==> config.mk <==
export PLATFORM = sky130hd
export DESIGN_NAME = pmi_top
export DESIGN_NICKNAME = d
export VERILOG_FILES = /design/src/hdl/pmi_pkg.sv /design/src/hdl/pmi_match_filter.sv /design/src/hdl/pmi_top.sv
export VERILOG_INCLUDE_DIRS = /design/src /design/src/hdl
export SDC_FILE = /design/constraint.sdc
export NUM_CORES = 1
export LEC_CHECK = 0
export ABC_AREA = 1
export BUFFER_PORTS_ARGS = -buffer_cell sky130_fd_sc_hd__buf_2
export CORE_UTILIZATION = 46
export CTS_CLUSTER_DIAMETER = 120
export DETAILED_ROUTE_END_ITERATION = 7
export PLACE_DENSITY = 0.77
export SKIP_CTS_REPAIR_TIMING = 1
export SLEW_MARGIN = 20
export SYNTH_ARGS = -nofsm -noshare
export SYNTH_HDL_FRONTEND = slang
export SYNTH_HIERARCHICAL = 1
export SYNTH_SLANG_ARGS = --single-unit
==> constraint.sdc <==
create_clock -name mclk -period 1.5 [get_ports mclk]
set_clock_uncertainty 0.15 [all_clocks]
set_input_delay 0.075 -clock mclk [delete_from_list [all_inputs] [get_ports mclk]]
set_output_delay 0.075 -clock mclk [all_outputs]
set_load 0.05 [all_outputs]
==> src/hdl/pmi_regs.svh <==
// pattern-match interrupt: register offsets, field positions, reset values, timing counts
// assumes a 32-bit ahb-lite slave, one aligned word per register
`ifndef PMI_REGS_SVH
`define PMI_REGS_SVH

// ************************************************************
// register byte addresses
// ************************************************************
`define PMI_OFF_MASK     8'h00
`define PMI_OFF_PATTERN  8'h04
`define PMI_OFF_CONTROL  8'h08
`define PMI_OFF_STATUS   8'h0C
`define PMI_OFF_IRQMASK  8'h10
`define PMI_OFF_PORT     8'h14

// ************************************************************
// control register fields
// ************************************************************
`define PMI_CTL_FLAG     0
`define PMI_CTL_POL      1
`define PMI_CTL_IE       2
`define PMI_CTL_ACTIVE   3

// status / irq mask fields
`define PMI_ST_MATCH     0
`define PMI_ST_WAKE      1

// ************************************************************
// reset values
// ************************************************************
`define PMI_RST_MASK     8'h00
`define PMI_RST_PATTERN  8'h00
`define PMI_RST_CONTROL  4'h0
`define PMI_RST_IRQMASK  2'h0

// ************************************************************
// timing: a match must hold longer than this many cpu clocks
// ************************************************************
`define PMI_MIN_HOLD_CLKS 6

`endif

==> src/hdl/pmi_pkg.sv <==
// pattern-match interrupt: shared types
// assumes nothing beyond the header of constants
package pmi_pkg;
  typedef enum logic [1:0] {
    PMI_CMP_EQUAL    = 2'h0,
    PMI_CMP_NOTEQUAL = 2'h1
  } pmi_polarity_t;
endpackage : pmi_pkg

==> src/hdl/pmi_match_filter.sv <==
// pattern-match interrupt: persistence filter for the raw match level
// assumes the raw level is synchronous to mclk
`timescale 1ns/1ns
`include "pmi_regs.svh"

module pmi_match_filter #(
  parameter int HOLD = `PMI_MIN_HOLD_CLKS
) (
  input  wire logic mclk,
  input  wire logic rstn,
  input  wire logic raw_match,
  output logic      qualified
);
  logic [3:0] cnt_q;

  // qualified pulses for one clock once the level has been seen for more than HOLD clocks
  always_ff @(posedge mclk or negedge rstn) begin
    if (!rstn) begin
      cnt_q <= 4'h0;
    end else if (!raw_match) begin
      cnt_q <= 4'h0;
    end else if (cnt_q != 4'(HOLD + 1)) begin
      cnt_q <= cnt_q + 4'h1;
    end
  end

  always_ff @(posedge mclk or negedge rstn) begin
    if (!rstn) begin
      qualified <= 1'b0;
    end else begin
      qualified <= raw_match && (cnt_q == 4'(HOLD));
    end
  end

endmodule // pmi_match_filter

==> src/hdl/pmi_top.sv <==
// pattern-match interrupt on an 8-bit input port, ahb-lite register slave
// assumes port pins already synchronous to mclk; single 32-bit word transfers
`timescale 1ns/1ns
`include "pmi_regs.svh"

// Summary of operation
// mask register picks which port pins may trigger a match.
// pattern register compared continuously against live port levels.
// polarity bit selects equal or not-equal as the match condition.
// match flag in control sets on a match while the function is active.
// interrupt requested while match flag and interrupt enable are both set.
// pattern all ones with not-equal fires when any enabled pin goes low.
// enabled match acts as a wake-up request for idle and power-down.
// match must last more than six clocks; shorter matches are ignored.
// pins with mask bit clear never affect the comparison.
// flag stays set until software writes it clear; set again only by a new match.
module pmi_top #(
  parameter int PORT_W = 8
) (
  input  wire logic              mclk,
  input  wire logic              rstn,
  input  wire logic [PORT_W-1:0] port_in,
  input  wire logic              hsel,
  input  wire logic [7:0]        haddr,
  input  wire logic [1:0]        htrans,
  input  wire logic              hwrite,
  input  wire logic [2:0]        hsize,
  input  wire logic [31:0]       hwdata,
  input  wire logic              hready,
  output logic      [31:0]       hrdata,
  output logic                   hreadyout,
  output logic                   hresp,
  output logic                   pattern_match_interrupt,
  output logic                   wake_request,
  output logic                   irq
);
  // ************************************************************
  // registers
  // ************************************************************
  logic [PORT_W-1:0] key_match_mask_q;
  logic [PORT_W-1:0] key_match_pattern_q;
  logic              key_match_flag_q;
  pmi_pkg::pmi_polarity_t pattern_polarity_select_q;
  logic              int_enable_q;
  logic              active_q;
  logic [1:0]        status_q;
  logic [1:0]        irq_mask_q;
  logic              wr_pend_q;
  logic [7:0]        addr_q;
  logic              raw_match;
  logic              qualified;
  logic              qual_prev_q;
  logic              match_event;
  logic              wr_ctl;
  logic              rd_status;
  logic [PORT_W-1:0] diff;

  // ************************************************************
  // ahb-lite slave: zero wait states, always okay
  // ************************************************************
  assign hreadyout = 1'b1;
  assign hresp     = 1'b0;

  always_ff @(posedge mclk or negedge rstn) begin
    if (!rstn) begin
      wr_pend_q <= 1'b0;
      addr_q    <= 8'h00;
    end else if (hready) begin
      wr_pend_q <= hsel && htrans[1] && hwrite;
      addr_q    <= haddr;
    end
  end

  assign wr_ctl    = wr_pend_q && (addr_q == `PMI_OFF_CONTROL);
  assign rd_status = hsel && htrans[1] && !hwrite && hready && (haddr == `PMI_OFF_STATUS);

  always_ff @(posedge mclk or negedge rstn) begin
    if (!rstn) begin
      key_match_mask_q    <= PORT_W'(`PMI_RST_MASK);
      key_match_pattern_q <= PORT_W'(`PMI_RST_PATTERN);
      irq_mask_q          <= `PMI_RST_IRQMASK;
    end else if (wr_pend_q) begin
      if (addr_q == `PMI_OFF_MASK)    key_match_mask_q    <= hwdata[PORT_W-1:0];
      if (addr_q == `PMI_OFF_PATTERN) key_match_pattern_q <= hwdata[PORT_W-1:0];
      if (addr_q == `PMI_OFF_IRQMASK) irq_mask_q          <= hwdata[1:0];
    end
  end

  always_ff @(posedge mclk or negedge rstn) begin
    if (!rstn) begin
      pattern_polarity_select_q <= pmi_pkg::PMI_CMP_EQUAL;
      int_enable_q              <= 1'b0;
      active_q                  <= 1'b0;
    end else if (wr_ctl) begin
      pattern_polarity_select_q <= hwdata[`PMI_CTL_POL] ? pmi_pkg::PMI_CMP_NOTEQUAL
                                                        : pmi_pkg::PMI_CMP_EQUAL;
      int_enable_q              <= hwdata[`PMI_CTL_IE];
      active_q                  <= hwdata[`PMI_CTL_ACTIVE];
    end
  end

  // read data registered in the address phase so it stands in the data phase
  always_ff @(posedge mclk or negedge rstn) begin
    if (!rstn) begin
      hrdata <= 32'h0000_0000;
    end else if (hsel && htrans[1] && !hwrite && hready) begin
      unique case (haddr)
        `PMI_OFF_MASK:    hrdata <= 32'(key_match_mask_q);
        `PMI_OFF_PATTERN: hrdata <= 32'(key_match_pattern_q);
        `PMI_OFF_CONTROL: hrdata <= 32'({active_q, int_enable_q,
                                          pattern_polarity_select_q[0], key_match_flag_q});
        `PMI_OFF_STATUS:  hrdata <= 32'(status_q | {1'b0, match_event}
                                         | {match_event & int_enable_q, 1'b0});
        `PMI_OFF_IRQMASK: hrdata <= 32'(irq_mask_q);
        `PMI_OFF_PORT:    hrdata <= 32'(port_in);
        default:          hrdata <= 32'h0000_0000;
      endcase
    end
  end

  // ************************************************************
  // comparison and persistence
  // ************************************************************
  assign diff = (port_in ^ key_match_pattern_q) & key_match_mask_q;
  // not-equal with pattern all ones means any enabled pin low matches
  assign raw_match = active_q &&
    ((pattern_polarity_select_q == pmi_pkg::PMI_CMP_NOTEQUAL) ? (diff != '0)
                                                              : (diff == '0));

  pmi_match_filter #(
    .HOLD (`PMI_MIN_HOLD_CLKS)
  ) u_filter (
    .mclk      (mclk),
    .rstn      (rstn),
    .raw_match (raw_match),
    .qualified (qualified)
  );

  always_ff @(posedge mclk or negedge rstn) begin
    if (!rstn) begin
      qual_prev_q <= 1'b0;
    end else begin
      qual_prev_q <= qualified;
    end
  end

  // only a fresh qualified match sets the flag again
  assign match_event = qualified && !qual_prev_q;

  // set wins over a software clear in the same cycle
  always_ff @(posedge mclk or negedge rstn) begin
    if (!rstn) begin
      key_match_flag_q <= 1'b0;
    end else if (match_event) begin
      key_match_flag_q <= 1'b1;
    end else if (wr_ctl && !hwdata[`PMI_CTL_FLAG]) begin
      key_match_flag_q <= 1'b0;
    end
  end

  // ************************************************************
  // sticky status, cleared by read; event in the same cycle survives
  // ************************************************************
  always_ff @(posedge mclk or negedge rstn) begin
    if (!rstn) begin
      status_q <= 2'h0;
    end else begin
      status_q <= (rd_status ? 2'h0 : status_q)
                | {match_event & int_enable_q, match_event};
    end
  end

  assign pattern_match_interrupt = key_match_flag_q && int_enable_q;
  // wake stays up until the flag or the interrupt enable is cleared so a stopped core sees it
  assign wake_request = pattern_match_interrupt;
  assign irq = |(status_q & irq_mask_q);

  // ************************************************************
  // assertions
  // ************************************************************
  property p_short_ignored;
    @(posedge mclk) disable iff (!rstn)
      (!raw_match ##1 raw_match [*6] ##1 !raw_match) |-> !match_event ##1 !match_event;
  endproperty
  a_short_ignored: assert property (p_short_ignored) else $error("match set flag too early");

  property p_hold_sets;
    @(posedge mclk) disable iff (!rstn)
      (!raw_match ##1 raw_match [*7]) |=> ##1 key_match_flag_q;
  endproperty
  a_hold_sets: assert property (p_hold_sets) else $error("held match did not set flag");

  property p_irq_out;
    @(posedge mclk) disable iff (!rstn)
      $rose(pattern_match_interrupt) |-> $past(match_event) || $past(wr_ctl);
  endproperty
  a_irq_out: assert property (p_irq_out) else $error("interrupt mismatch");

  property p_flag_sticky;
    @(posedge mclk) disable iff (!rstn)
      (key_match_flag_q && !wr_ctl) |=> key_match_flag_q;
  endproperty
  a_flag_sticky: assert property (p_flag_sticky) else $error("flag lost without write");

  property p_masked_pins;
    @(posedge mclk) disable iff (!rstn)
      (key_match_mask_q == '0 && active_q) |->
        raw_match == (pattern_polarity_select_q == pmi_pkg::PMI_CMP_EQUAL);
  endproperty
  a_masked_pins: assert property (p_masked_pins) else $error("masked pins affect match");

  property p_notequal_low;
    @(posedge mclk) disable iff (!rstn)
      (active_q && key_match_pattern_q == '1 &&
       pattern_polarity_select_q == pmi_pkg::PMI_CMP_NOTEQUAL &&
       ((~port_in & key_match_mask_q) != '0)) |-> raw_match;
  endproperty
  a_notequal_low: assert property (p_notequal_low) else $error("low key not matched");

  property p_inactive;
    @(posedge mclk) disable iff (!rstn)
      !active_q [*8] |-> !qualified;
  endproperty
  a_inactive: assert property (p_inactive) else $error("match while inactive");

  property p_equal;
    @(posedge mclk) disable iff (!rstn)
      (active_q && pattern_polarity_select_q == pmi_pkg::PMI_CMP_EQUAL &&
       ((port_in & key_match_mask_q) == (key_match_pattern_q & key_match_mask_q)))
        |-> raw_match;
  endproperty
  a_equal: assert property (p_equal) else $error("equal match missed");

  property p_polarity;
    @(posedge mclk) disable iff (!rstn)
      (active_q && $past(active_q) && $stable(port_in) && $stable(key_match_pattern_q) &&
       $stable(key_match_mask_q) && $changed(pattern_polarity_select_q))
        |-> raw_match != $past(raw_match);
  endproperty
  a_polarity: assert property (p_polarity) else $error("polarity ignored");

  property p_wake;
    @(posedge mclk) disable iff (!rstn)
      (match_event && int_enable_q && !wr_ctl) |=> wake_request;
  endproperty
  a_wake: assert property (p_wake) else $error("no wake on match");

  property p_mask_reg;
    @(posedge mclk) disable iff (!rstn)
      (wr_pend_q && addr_q == `PMI_OFF_MASK) |=> key_match_mask_q == $past(hwdata[7:0]);
  endproperty
  a_mask_reg: assert property (p_mask_reg) else $error("mask write lost");

  // seven qualifying samples must precede every flag set
  property p_min_hold;
    @(posedge mclk) disable iff (!rstn)
      match_event |-> $past(raw_match, 1) && $past(raw_match, 2) && $past(raw_match, 3) &&
        $past(raw_match, 4) && $past(raw_match, 5) && $past(raw_match, 6) && $past(raw_match, 7);
  endproperty
  a_min_hold: assert property (p_min_hold) else $error("flag set by a short match");

  property p_set_once;
    @(posedge mclk) disable iff (!rstn)
      (match_event ##1 raw_match [*8]) |-> !match_event;
  endproperty
  a_set_once: assert property (p_set_once) else $error("held match set flag twice");

  property p_flag_clear;
    @(posedge mclk) disable iff (!rstn)
      (wr_ctl && !hwdata[`PMI_CTL_FLAG] && !match_event) |=> !key_match_flag_q;
  endproperty
  a_flag_clear: assert property (p_flag_clear) else $error("flag not cleared by write");

  property p_pattern_reg;
    @(posedge mclk) disable iff (!rstn)
      (wr_pend_q && addr_q == `PMI_OFF_PATTERN) |=>
        key_match_pattern_q == $past(hwdata[PORT_W-1:0]);
  endproperty
  a_pattern_reg: assert property (p_pattern_reg) else $error("pattern write lost");

  property p_ctl_reg;
    @(posedge mclk) disable iff (!rstn)
      wr_ctl |=> (active_q == $past(hwdata[`PMI_CTL_ACTIVE])) &&
                 (int_enable_q == $past(hwdata[`PMI_CTL_IE]));
  endproperty
  a_ctl_reg: assert property (p_ctl_reg) else $error("control write lost");

  property p_status_set;
    @(posedge mclk) disable iff (!rstn)
      match_event |=> status_q[`PMI_ST_MATCH] &&
        (status_q[`PMI_ST_WAKE] || !$past(int_enable_q));
  endproperty
  a_status_set: assert property (p_status_set) else $error("status missed a match");

  property p_status_clear;
    @(posedge mclk) disable iff (!rstn)
      (rd_status && !match_event) |=> status_q == 2'h0;
  endproperty
  a_status_clear: assert property (p_status_clear) else $error("status not cleared by read");

  property p_irq_rise;
    @(posedge mclk) disable iff (!rstn)
      $rose(irq) |-> $past(match_event) || $past(wr_pend_q);
  endproperty
  a_irq_rise: assert property (p_irq_rise) else $error("irq without event or mask write");

endmodule // pmi_top

==> impl_metrics.tcl, run 1 <==
set metrics [dict create \
    topRoutingLayerUsed "met4" \
    syn-cell-area_sq_mm 0.00279 \
    ys_ff_latch 47 \
    start_util_pct 49.1 \
    clkLatencyLatePin_ps 310 \
    ios 95 \
    arrival_ps 1760 \
    finalCriticalPeriod_ps 1700 \
    routed_wirelength_um 6090 \
    first_pass_iters 5 \
    grt_pass1_vias 2125 \
    synth_seq_area_share_pct 42.2 \
    clk_path_buf_depth 2 \
    hold_viol_final 0 \
    drive_gt1_share_pct 27.1 \
    setup_viol 5 \
    core-area_sq_mm 0.00568 \
    antenna_found_initial 0 \
    met3_length_um 332 \
    synth_area_leader_cell "dfrtp_1" \
    cp_top_family "simple AND/OR/NAND/NOR gates" \
    worstReg2RegStart "key_match_pattern_q[5]" \
    die_area_sq_mm 0.00638 \
    outcome "complete, but fails checks" \
    rsz0062_at_grt "yes" \
    place_ws_ps -193 \
    wl_met1_um 2740 \
    synth.top_cells.by_area "dfrtp_1 42%, nand2_1 14%, buf_4 7.5%, inv_1 6.5%, nand3_1 5.0%" \
    grtUsageTotal_pct 19.9 \
    setup.worst_path.start_class "flip-flop" \
    hp-start "port_in[6]" \
    violations "negative setup slack" \
    fmax_mhz 588 \
    endpoint_kind "flip-flop" \
    syn_inst 359 \
    wl_met2_um 2950 \
    diodes 0 \
    chipWidth_um 79.8 \
    p_leak_uw 0.00199 \
    post-route-util_pct 61.4 \
    whs_path_depth 5 \
    grt_start_max_net_pins 48 \
    gp_congestion 0.813 \
    remaining_drc_errors 0 \
    synth_warnings 6 \
    cts_tree "built" \
    cts_inserted_buffers 5 \
    crit_path_top_delay_cell "dfrtp_1" \
    htree_levels 2 \
    viasPerCell 4.74 \
    fin_ws_ps -201 \
    crit-reg2reg-capture "u_filter/cnt_q[0]" \
    hold_path_end "hrdata[6]" \
    hpwl_um 4350 \
    crit_type "reg2reg" \
    fin_nets 501 \
    critical_path_buf_inv_count 2 \
    clockRootBuffer "clkbuf_8" \
    dp_cells 484 \
    cts_sinks 47 \
    mostFrequentLayoutCells "104 x nand2_1, 47 x dfrtp_1, 41 x inv_1, 40 x buf_2, 26 x conb_1" \
    fillers 508 \
    worstPathRequired_ps 1550 \
    holdWs_ps 12.5 \
    vdd_ir_drop_max_v 0.000529 \
    area_growth_syn_to_layout_pct 25.0 \
    cp_max_fo 4 \
    grt_pass1_wl_um 9590 \
    finalCritPeriodShare_pct 113 \
    overflow 0 \
    layoutNonFillerInstCount 514 \
    slew_viol_final 0 \
    maxCapViolCount 0 \
    drt_iter0_drc 169 \
    synthDistinctLibCells 30 \
    max_stage_delay_ps 410 \
    yosys.area.top_type_share_pct 42.2 \
    rows 27 \
    cts.reportedPaths.clkPinSlew_ps 90 \
    crit_chain "inv_2, nand2_1, nand3_1, o21ai_1, nor2_1, nand2_1, nand2_1, nand2_1, nor2_2, inv_2, nor2_4, nand2_4, nand2_1, nand2_1" \
    ant_nets 0 \
    mostFrequentLayoutCell "nand2_1" \
    hold_class "in2reg" \
    wl_per_cell_um 11.8 \
    synth_area_per_cell_sq_um 7.77 \
    r2r_slack_ps -200 \
    io_buffer_count 40 \
    power_density_mw_per_mm2 1000 \
    num_vias 2436 \
    worst_path_most_repeated_cell "nand2_1" \
    rr_worst_depth 14 \
    die_y_um 79.8 \
]
## flip-flops by register name, indices dropped and copies added, names as in the netlist
register,cells
active_q,1
key_match_pattern_q,8
status_q,2
key_match_mask_q,8
qual_prev_q,1
key_match_flag_q,1
hrdata,8
irq_mask_q,2
int_enable_q,1
u_filter/cnt_q,4
u_filter/qualified,1
addr_q,8
wr_pend_q,1
pattern_polarity_select_q,1
## synthesized netlist by cell type
cell type,number
nand2_2,4
nand4_1,1
buf_6,3
nand2_1,106
a22o_1,1
dfrtp_1,47
nor4_1,1
o21ai_2,12
nand3_4,1
clkbuf_1,1
nor4_2,1
conb_1,2
nor3_1,3
nor2_8,2
a21oi_1,2
buf_4,28
nor3_4,1
inv_1,48
nand2_4,4
nor2_4,3
nor2_2,1
o21ai_0,23
inv_2,4
o22ai_1,1
nand3_1,28
ha_1,2
o211ai_1,2
o21ai_1,8
and3_1,1
nor2_1,18
## worst reg2reg max path: cells and delay by family, from the launching register on
kind / cells / cell delay [ps]
compound gates: 1 / 70
buf+inv: 2 / 130
flops: 1 / 410
simple gates: 11 / 850
## metrics by stage
step | total power, uW | TNS, ps | cell area [sq um]
global route | 3670 | -1350 | 3480
finish | 3480 | -802 | 3480
global placement | 2410 | -380 | 3120
CTS | 3440 | -974 | 3240
detailed placement | 2460 | -826 | 3120
floorplan | 2240 | -70.0 | 2880
## cell families after synthesis
| logic type | share of synthesized area [%] |
|---|---|
| simple gates | 30.0 |
| fa+ha+maj | 0.898 |
| compound gates | 10.8 |
| other cells | 0.269 |
| buf+inv | 15.9 |
| flops | 42.2 |
## where the power goes
part,total [uW],switching [uW],internal (uW)
Combinational,930,583,347
Sequential,1570,154,1420
Clock,980,440,540
## worst max-delay path by stage
stage | startpoint | cells past startpoint | end | slack (ps)
3_5_place_dp | key_match_pattern_q[5] | 14 | u_filter/cnt_q[0] | -190
2_1_floorplan | key_match_pattern_q[5] | 14 | u_filter/cnt_q[0] | -30
3_3_place_gp | key_match_pattern_q[7] | 14 | u_filter/cnt_q[0] | -100
6_report | key_match_pattern_q[5] | 14 | u_filter/cnt_q[0] | -200
5_1_grt | key_match_pattern_q[3] | 14 | u_filter/cnt_q[0] | -320
4_1_cts | key_match_pattern_q[5] | 14 | u_filter/cnt_q[0] | -220
## final cells by class
type | instances | area, sq um | share of cell area [%]
inverter | 52 | 195 | 5.60
timing repair buffer | 83 | 608 | 17.5
tap | 72 | 90.1 | 2.59
clock buffer | 6 | 82.6 | 2.37
multi-input combinational | 252 | 1300 | 37.2
sequential | 47 | 1180 | 33.8
clock inverter | 2 | 35.0 | 1.01
## per-layer routing
layer,up-vias,track usage [%]
met1,1130,26.4
li1,1234,-
met5,-,0
met4,0,5.89
met2,66,32.6
met3,6,4.00
Power figures use the tool's default switching activity.
==> run 2, diff against run 1 <==
SYNTH_HIERARCHICAL = default   (was 1)
==> run 2 against run 1 <==
Compared with the run above: the run still ends with negative setup slack left; fmax rose by 13%; critical endpoint is now key_match_mask_q[0]; area after synthesis fell by 0.13%; clock-buffer cell count fell by 1; utilization fell by 2.7 points; highest routed layer unchanged; via count fell by 3.2%; first-iteration DRC count fell by 44%; cell area fell by 4.4%; global-route usage fell by 0.63 points.
==> impl_metrics.tcl, run 2 <==
set metrics [dict create \
    outcome "complete, but fails checks" \
    violations "negative setup slack" \
    synth_area_leader_cell "dfrtp_1" \
    power_switching_uw 1120 \
    synthDistinctLibCells 35 \
    power.share.clock_pct 28.8 \
    grtUsageMet3_pct 4.11 \
    routed_wirelength_um 5910 \
    worstReg2RegStart "addr_q[6]" \
    cp_max_fo 8 \
    fin_area_sq_mm 0.00333 \
    crit_start "addr_q[6]" \
    worstPathRequired_ps 1550 \
    fillers 509 \
    ios 95 \
    synth_warnings 0 \
    ant_nets 0 \
    post-route-util_pct 58.7 \
    finalCriticalPeriod_ps 1510 \
    synth_edf_count 0 \
    hold_class "in2reg" \
    async_flop_share_pct 100 \
    mostFrequentLayoutCell "nand2_1" \
    clkLatencyLatePin_ps 310 \
    mostFrequentLayoutCells "90 x nand2_1, 47 x dfrtp_1, 44 x inv_1, 40 x buf_2, 30 x nand3_1" \
    syn-cell-area_sq_mm 0.00278 \
    endpoint_kind "flip-flop" \
    first_pass_iters 4 \
    grtUsageMet1_pct 24.4 \
    grt_start_max_net_pins 30 \
    hold_viol_final 0 \
    syn_inst 354 \
    maxCapViolCount 0 \
    ys_ff_latch 47 \
    clockRootBuffer "clkbuf_8" \
    overflow 0 \
    hpwl_um 4200 \
    synth.top_cells.by_area "dfrtp_1 42%, nand2_1 12%, buf_4 7.8%, inv_1 5.9%, nand3_1 5.4%" \
    cts_inserted_buffers 5 \
    crit_type "reg2reg" \
    rsz0062_at_grt "yes" \
    crit_path_top_delay_cell "dfrtp_1" \
    diodes 0 \
    arrival_ps 1560 \
    dp_cells 462 \
    num_vias 2358 \
    cp_top_family "simple AND/OR/NAND/NOR gates" \
    drt_iter0_drc 94 \
    power_density_mw_per_mm2 1000 \
    whs_path_depth 5 \
    antenna_found_initial 0 \
    slew_viol_final 0 \
    remaining_drc_errors 0 \
    gp_congestion 0.822 \
    drive_gt1_share_pct 25.0 \
    yosysMostFrequentCell "nand2_1" \
    grt_pass1_wl_um 9230 \
    crit_chain "inv_2, nand3_2, nor3_4, buf_4, and2_4, a21oi_2" \
    setup.worst_path.start_class "flip-flop" \
    grt_use_met2_pct 31.7 \
    fin_ws_ps -6.78 \
    rows 27 \
    switching_share_pct 33.6 \
    comb_power_share_pct 24.8 \
    finalCritPeriodShare_pct 100 \
    cts.reportedPaths.clkPinSlew_ps 90 \
    p_leak_uw 0.00180 \
    place_ws_ps 47.7 \
    die_area_sq_mm 0.00637 \
    fmax_mhz 664 \
    grt.busiest_layer "met2" \
    fin_nets 479 \
    clk_path_buf_depth 2 \
    cts_sinks 47 \
    synth_seq_area_share_pct 42.2 \
    chipWidth_um 79.8 \
    internal-power_uw 2210 \
    synth_area_per_cell_sq_um 7.86 \
    grt_pass1_vias 2116 \
    viasPerCell 4.79 \
    start_util_pct 49.1 \
    area_growth_syn_to_layout_pct 19.6 \
    wl_per_cell_um 12.0 \
    hp-start "port_in[5]" \
    htree_levels 2 \
    p_seq_share_pct 46.4 \
    max_stage_delay_ps 410 \
    critical_path_buf_inv_count 2 \
    yosys.area.top_type_share_pct 42.2 \
    synth.top_cells.by_count "92 x nand2_1, 47 x dfrtp_1, 44 x inv_1, 30 x nand3_1, 29 x buf_4" \
    dpl_cell_area_sq_mm 0.00296 \
    setup_viol 5 \
    crit_cells 6 \
    synthFlopType "dfrtp_1" \
    rr_worst_depth 6 \
    cts_tree "built" \
    core-area_sq_mm 0.00568 \
    vdd_ir_drop_max_v 0.000772 \
    grtUsageTotal_pct 19.2 \
    layoutNonFillerInstCount 492 \
    io_buffer_count 40 \
    die_y_um 79.8 \
]
## run 2: cell count changes in the layout (fill, tap and decap cells not counted), sizes merged, moves of 2 or more
| cell | previous run | this run |
|---|---|---|
| o21ai | 43 | 27 |
| and2 | 0 | 2 |
| buf | 64 | 48 |
| nand3 | 29 | 37 |
| a21oi | 2 | 10 |
| nand2 | 114 | 97 |
| o211ai | 2 | 4 |
| nor2 | 24 | 30 |
## run 2: layout make-up
class | instances | area, sq um | share of cell area, %
clock inverters | 3 | 47.5 | 1.43
well taps | 72 | 90.1 | 2.70
repair buffers | 67 | 475 | 14.3
clock buffers | 5 | 68.8 | 2.07
inverters | 52 | 195 | 5.86
flip-flops and latches | 47 | 1180 | 35.3
multi-input cells | 246 | 1280 | 38.4
## run 2: cell families after synthesis
| family | after synthesis | synth area share (%) |
|---|---|---|
| AO/OA/AOI/OAI | 44 | 9.53 |
| XOR/XNOR | 1 | 0.315 |
| adder cells (fa/ha/maj) | 2 | 0.899 |
| buffers and inverters | 86 | 17.0 |
| flip-flops | 47 | 42.2 |
| multiplexers | 1 | 0.360 |
| other | 2 | 0.270 |
| AND/OR/NAND/NOR | 171 | 29.3 |
## run 2: worst register-to-register path: stages (launching register included)
cell	delay (ps)
dfrtp_1	410
inv_2	70
nand3_2	90
nor3_4	200
buf_4	170
and2_4	240
a21oi_2	80
## run 2: final timing paths
check / slack, ps / to
max in group asynchronous: 600 / key_match_mask_q[5]
max reg2reg: -7 / key_match_mask_q[0]
max: -7 / key_match_mask_q[0]
min in group asynchronous: 90 / irq_mask_q[0]
min reg2reg: 260 / qual_prev_q
min: 6 / hrdata[5]
## run 2: power groups by stage
stage	sequential [uW]	clock, uW	combinational (uW)
2_1_floorplan	1550	0	628
3_3_place_gp	1560	0	722
3_5_place_dp	1570	0	745
4_1_cts	1540	988	747
5_1_grt	1570	1020	927
6_report	1540	960	826
## run 2: metrics by stage
stage	hold slack, ps	TNS, ps	total power, uW
2_1_floorplan	-371	0	2180
3_3_place_gp	-97.3	0	2280
3_5_place_dp	-95.0	0	2310
4_1_cts	-437	0	3280
5_1_grt	48.6	-606	3520
6_report	6.05	-17.7	3330
## run 2: per-layer routing
metal / up-vias / routed length (um)
met4: 0 / 136
met1: 1075 / 2530
met5: - / 0
met3: 10 / 409
li1: 1191 / -
met2: 82 / 2840
==> run 3, diff against run 2 <==
RECOVER_POWER = 100   (was default)
==> run 3 against run 2 <==
Compared with the run above: the flow still finishes with violations (negative setup slack); worst setup slack is essentially flat; largest power group unchanged; via count barely moved; sequential power is essentially flat; critical path type unchanged; utilization shrank 0.088 points; routed wire length about the same.
==> impl_metrics.tcl, run 3 (synthesis gave the netlist of run 2 again) <==
set metrics [dict create \
    outcome "complete, but fails checks" \
    violations "negative setup slack" \
    io_buffer_count 40 \
    antenna_found_initial 0 \
    diodes 0 \
    fin_ws_ps -6.97 \
    clockRootBuffer "clkbuf_8" \
    num_vias 2356 \
    grt_use_met2_pct 31.7 \
    dp_cells 462 \
    endpoint_kind "flip-flop" \
    critical_path_buf_inv_count 2 \
    fin_nets 479 \
    post-route-util_pct 58.6 \
    setup.worst_path.start_class "flip-flop" \
    worstPathRequired_ps 1550 \
    overflow 0 \
    area_growth_syn_to_layout_pct 19.5 \
    drive_gt1_share_pct 24.0 \
    ant_nets 0 \
    p_leak_uw 0.00179 \
    rows 27 \
    worst_pin_slew_ps 508 \
    grtUsageTotal_pct 19.2 \
    routed_wirelength_um 5910 \
    slew_viol_final 0 \
    die_area_sq_mm 0.00637 \
    rsz0062_at_grt "yes" \
    mostFrequentLayoutCell "nand2_1" \
    grt_start_max_net_pins 30 \
    start_util_pct 49.1 \
    relSlewSlack_pct 66.1 \
    fin_area_sq_mm 0.00333 \
    ios 95 \
    cts_sinks 47 \
    finalCritPeriodShare_pct 100 \
    remaining_drc_errors 0 \
    multi_input_area_sq_mm 0.00128 \
    place_ws_ps 47.7 \
    clk_path_buf_depth 2 \
    dpl_cell_area_sq_mm 0.00296 \
    cts_tree "built" \
    grtUsageMet1_pct 24.4 \
    grt_pass1_wl_um 9230 \
    drt_iter0_drc 94 \
    holdWs_ps 6.05 \
    max_stage_delay_ps 410 \
    fillers 512 \
    die_y_um 79.8 \
    wl_per_cell_um 12.0 \
    maxCapViolCount 0 \
    mostFrequentLayoutCells "90 x nand2_1, 47 x dfrtp_1, 44 x inv_1, 35 x buf_2, 30 x nand3_1" \
    vdd_ir_drop_max_v 0.000772 \
    arrival_ps 1560 \
    gp_congestion 0.822 \
    clkLatencyLatePin_ps 310 \
    cts.reportedPaths.clkPinSlew_ps 90 \
    setup_viol 5 \
    cts_inserted_buffers 5 \
    hold_class "in2reg" \
    crit_chain "inv_2, nand3_2, nor3_4, buf_4, and2_4, a21oi_2" \
    viasPerCell 4.79 \
    core-area_sq_mm 0.00568 \
    cp_top_family "simple AND/OR/NAND/NOR gates" \
    grt.busiest_layer "met2" \
    hold_viol_final 0 \
    crit_path_top_delay_cell "dfrtp_1" \
    chipWidth_um 79.8 \
    htree_levels 2 \
    finalCriticalPeriod_ps 1510 \
    layoutNonFillerInstCount 492 \
    crit_type "reg2reg" \
    regArea_sq_mm 0.00118 \
    cp_max_fo 8 \
    grt_pass1_vias 2116 \
    first_pass_iters 4 \
    grtUsageMet3_pct 4.11 \
    fmax_mhz 664 \
    power_density_mw_per_mm2 1000 \
    hpwl_um 4200 \
]
-- run 3: changes by cell type in the layout (fill, tap and decap cells not counted) --
cell	before	now
clkbuf_1	0	4
clkbuf_2	0	1
buf_2	40	35
-- run 3: metrics by stage --
stage / setup TNS, ps / total power, uW
floorplan: 0 / 2180
global placement: 0 / 2280
detailed placement: 0 / 2310
CTS: 0 / 3280
global route: -606 / 3510
finish: -18.6 / 3330
-- run 3: cell type report --
class | instances | share of cell area (%)
Tap cell | 72 | 2.71
Sequential cell | 47 | 35.4
Timing Repair Buffer | 67 | 14.1
Clock inverter | 3 | 1.43
Inverter | 52 | 5.87
Multi-Input combinational cell | 246 | 38.4
Clock buffer | 5 | 2.07
-- run 3: path summary, 6_finish.rpt --
| path | startpoint | to | slack, ps | depth (start not counted) |
|---|---|---|---|---|
| min in group asynchronous | rstn | irq_mask_q[0] | 110 | 2 |
| hold / removal | port_in[5] | hrdata[5] | 6 | 5 |
| setup / recovery | addr_q[6] | key_match_mask_q[0] | -7 | 6 |
| max in group asynchronous | rstn | key_match_mask_q[5] | 560 | 3 |
| setup reg to reg | addr_q[6] | key_match_mask_q[0] | -7 | 6 |
| hold reg to reg | u_filter.qualified | qual_prev_q | 260 | 0 |
-- run 3: worst min-delay path, delay by kind of cell --
kind / cells / cell delay [ps]
buffers and inverters: 2 / 170
AOI/OAI and AO/OA: 1 / 90
and+or+nand+nor: 2 / 100
-- run 3: power by group --
| part | leakage (uW) | internal [uW] | switching [uW] |
|---|---|---|---|
| Sequential | 0.000514 | 1410 | 132 |
| Clock | 0.0000587 | 505 | 455 |
| Combinational | 0.00122 | 293 | 532 |
-- run 3: routing by layer --
| metal | part of all wire (%) | routed length, um | vias up |
|---|---|---|---|
| met5 | 0 | 0 | - |
| met4 | 2.3 | 136 | 0 |
| met3 | 6.9 | 408 | 10 |
| met2 | 48 | 2840 | 82 |
| met1 | 43 | 2520 | 1073 |
| li1 | - | - | 1191 |
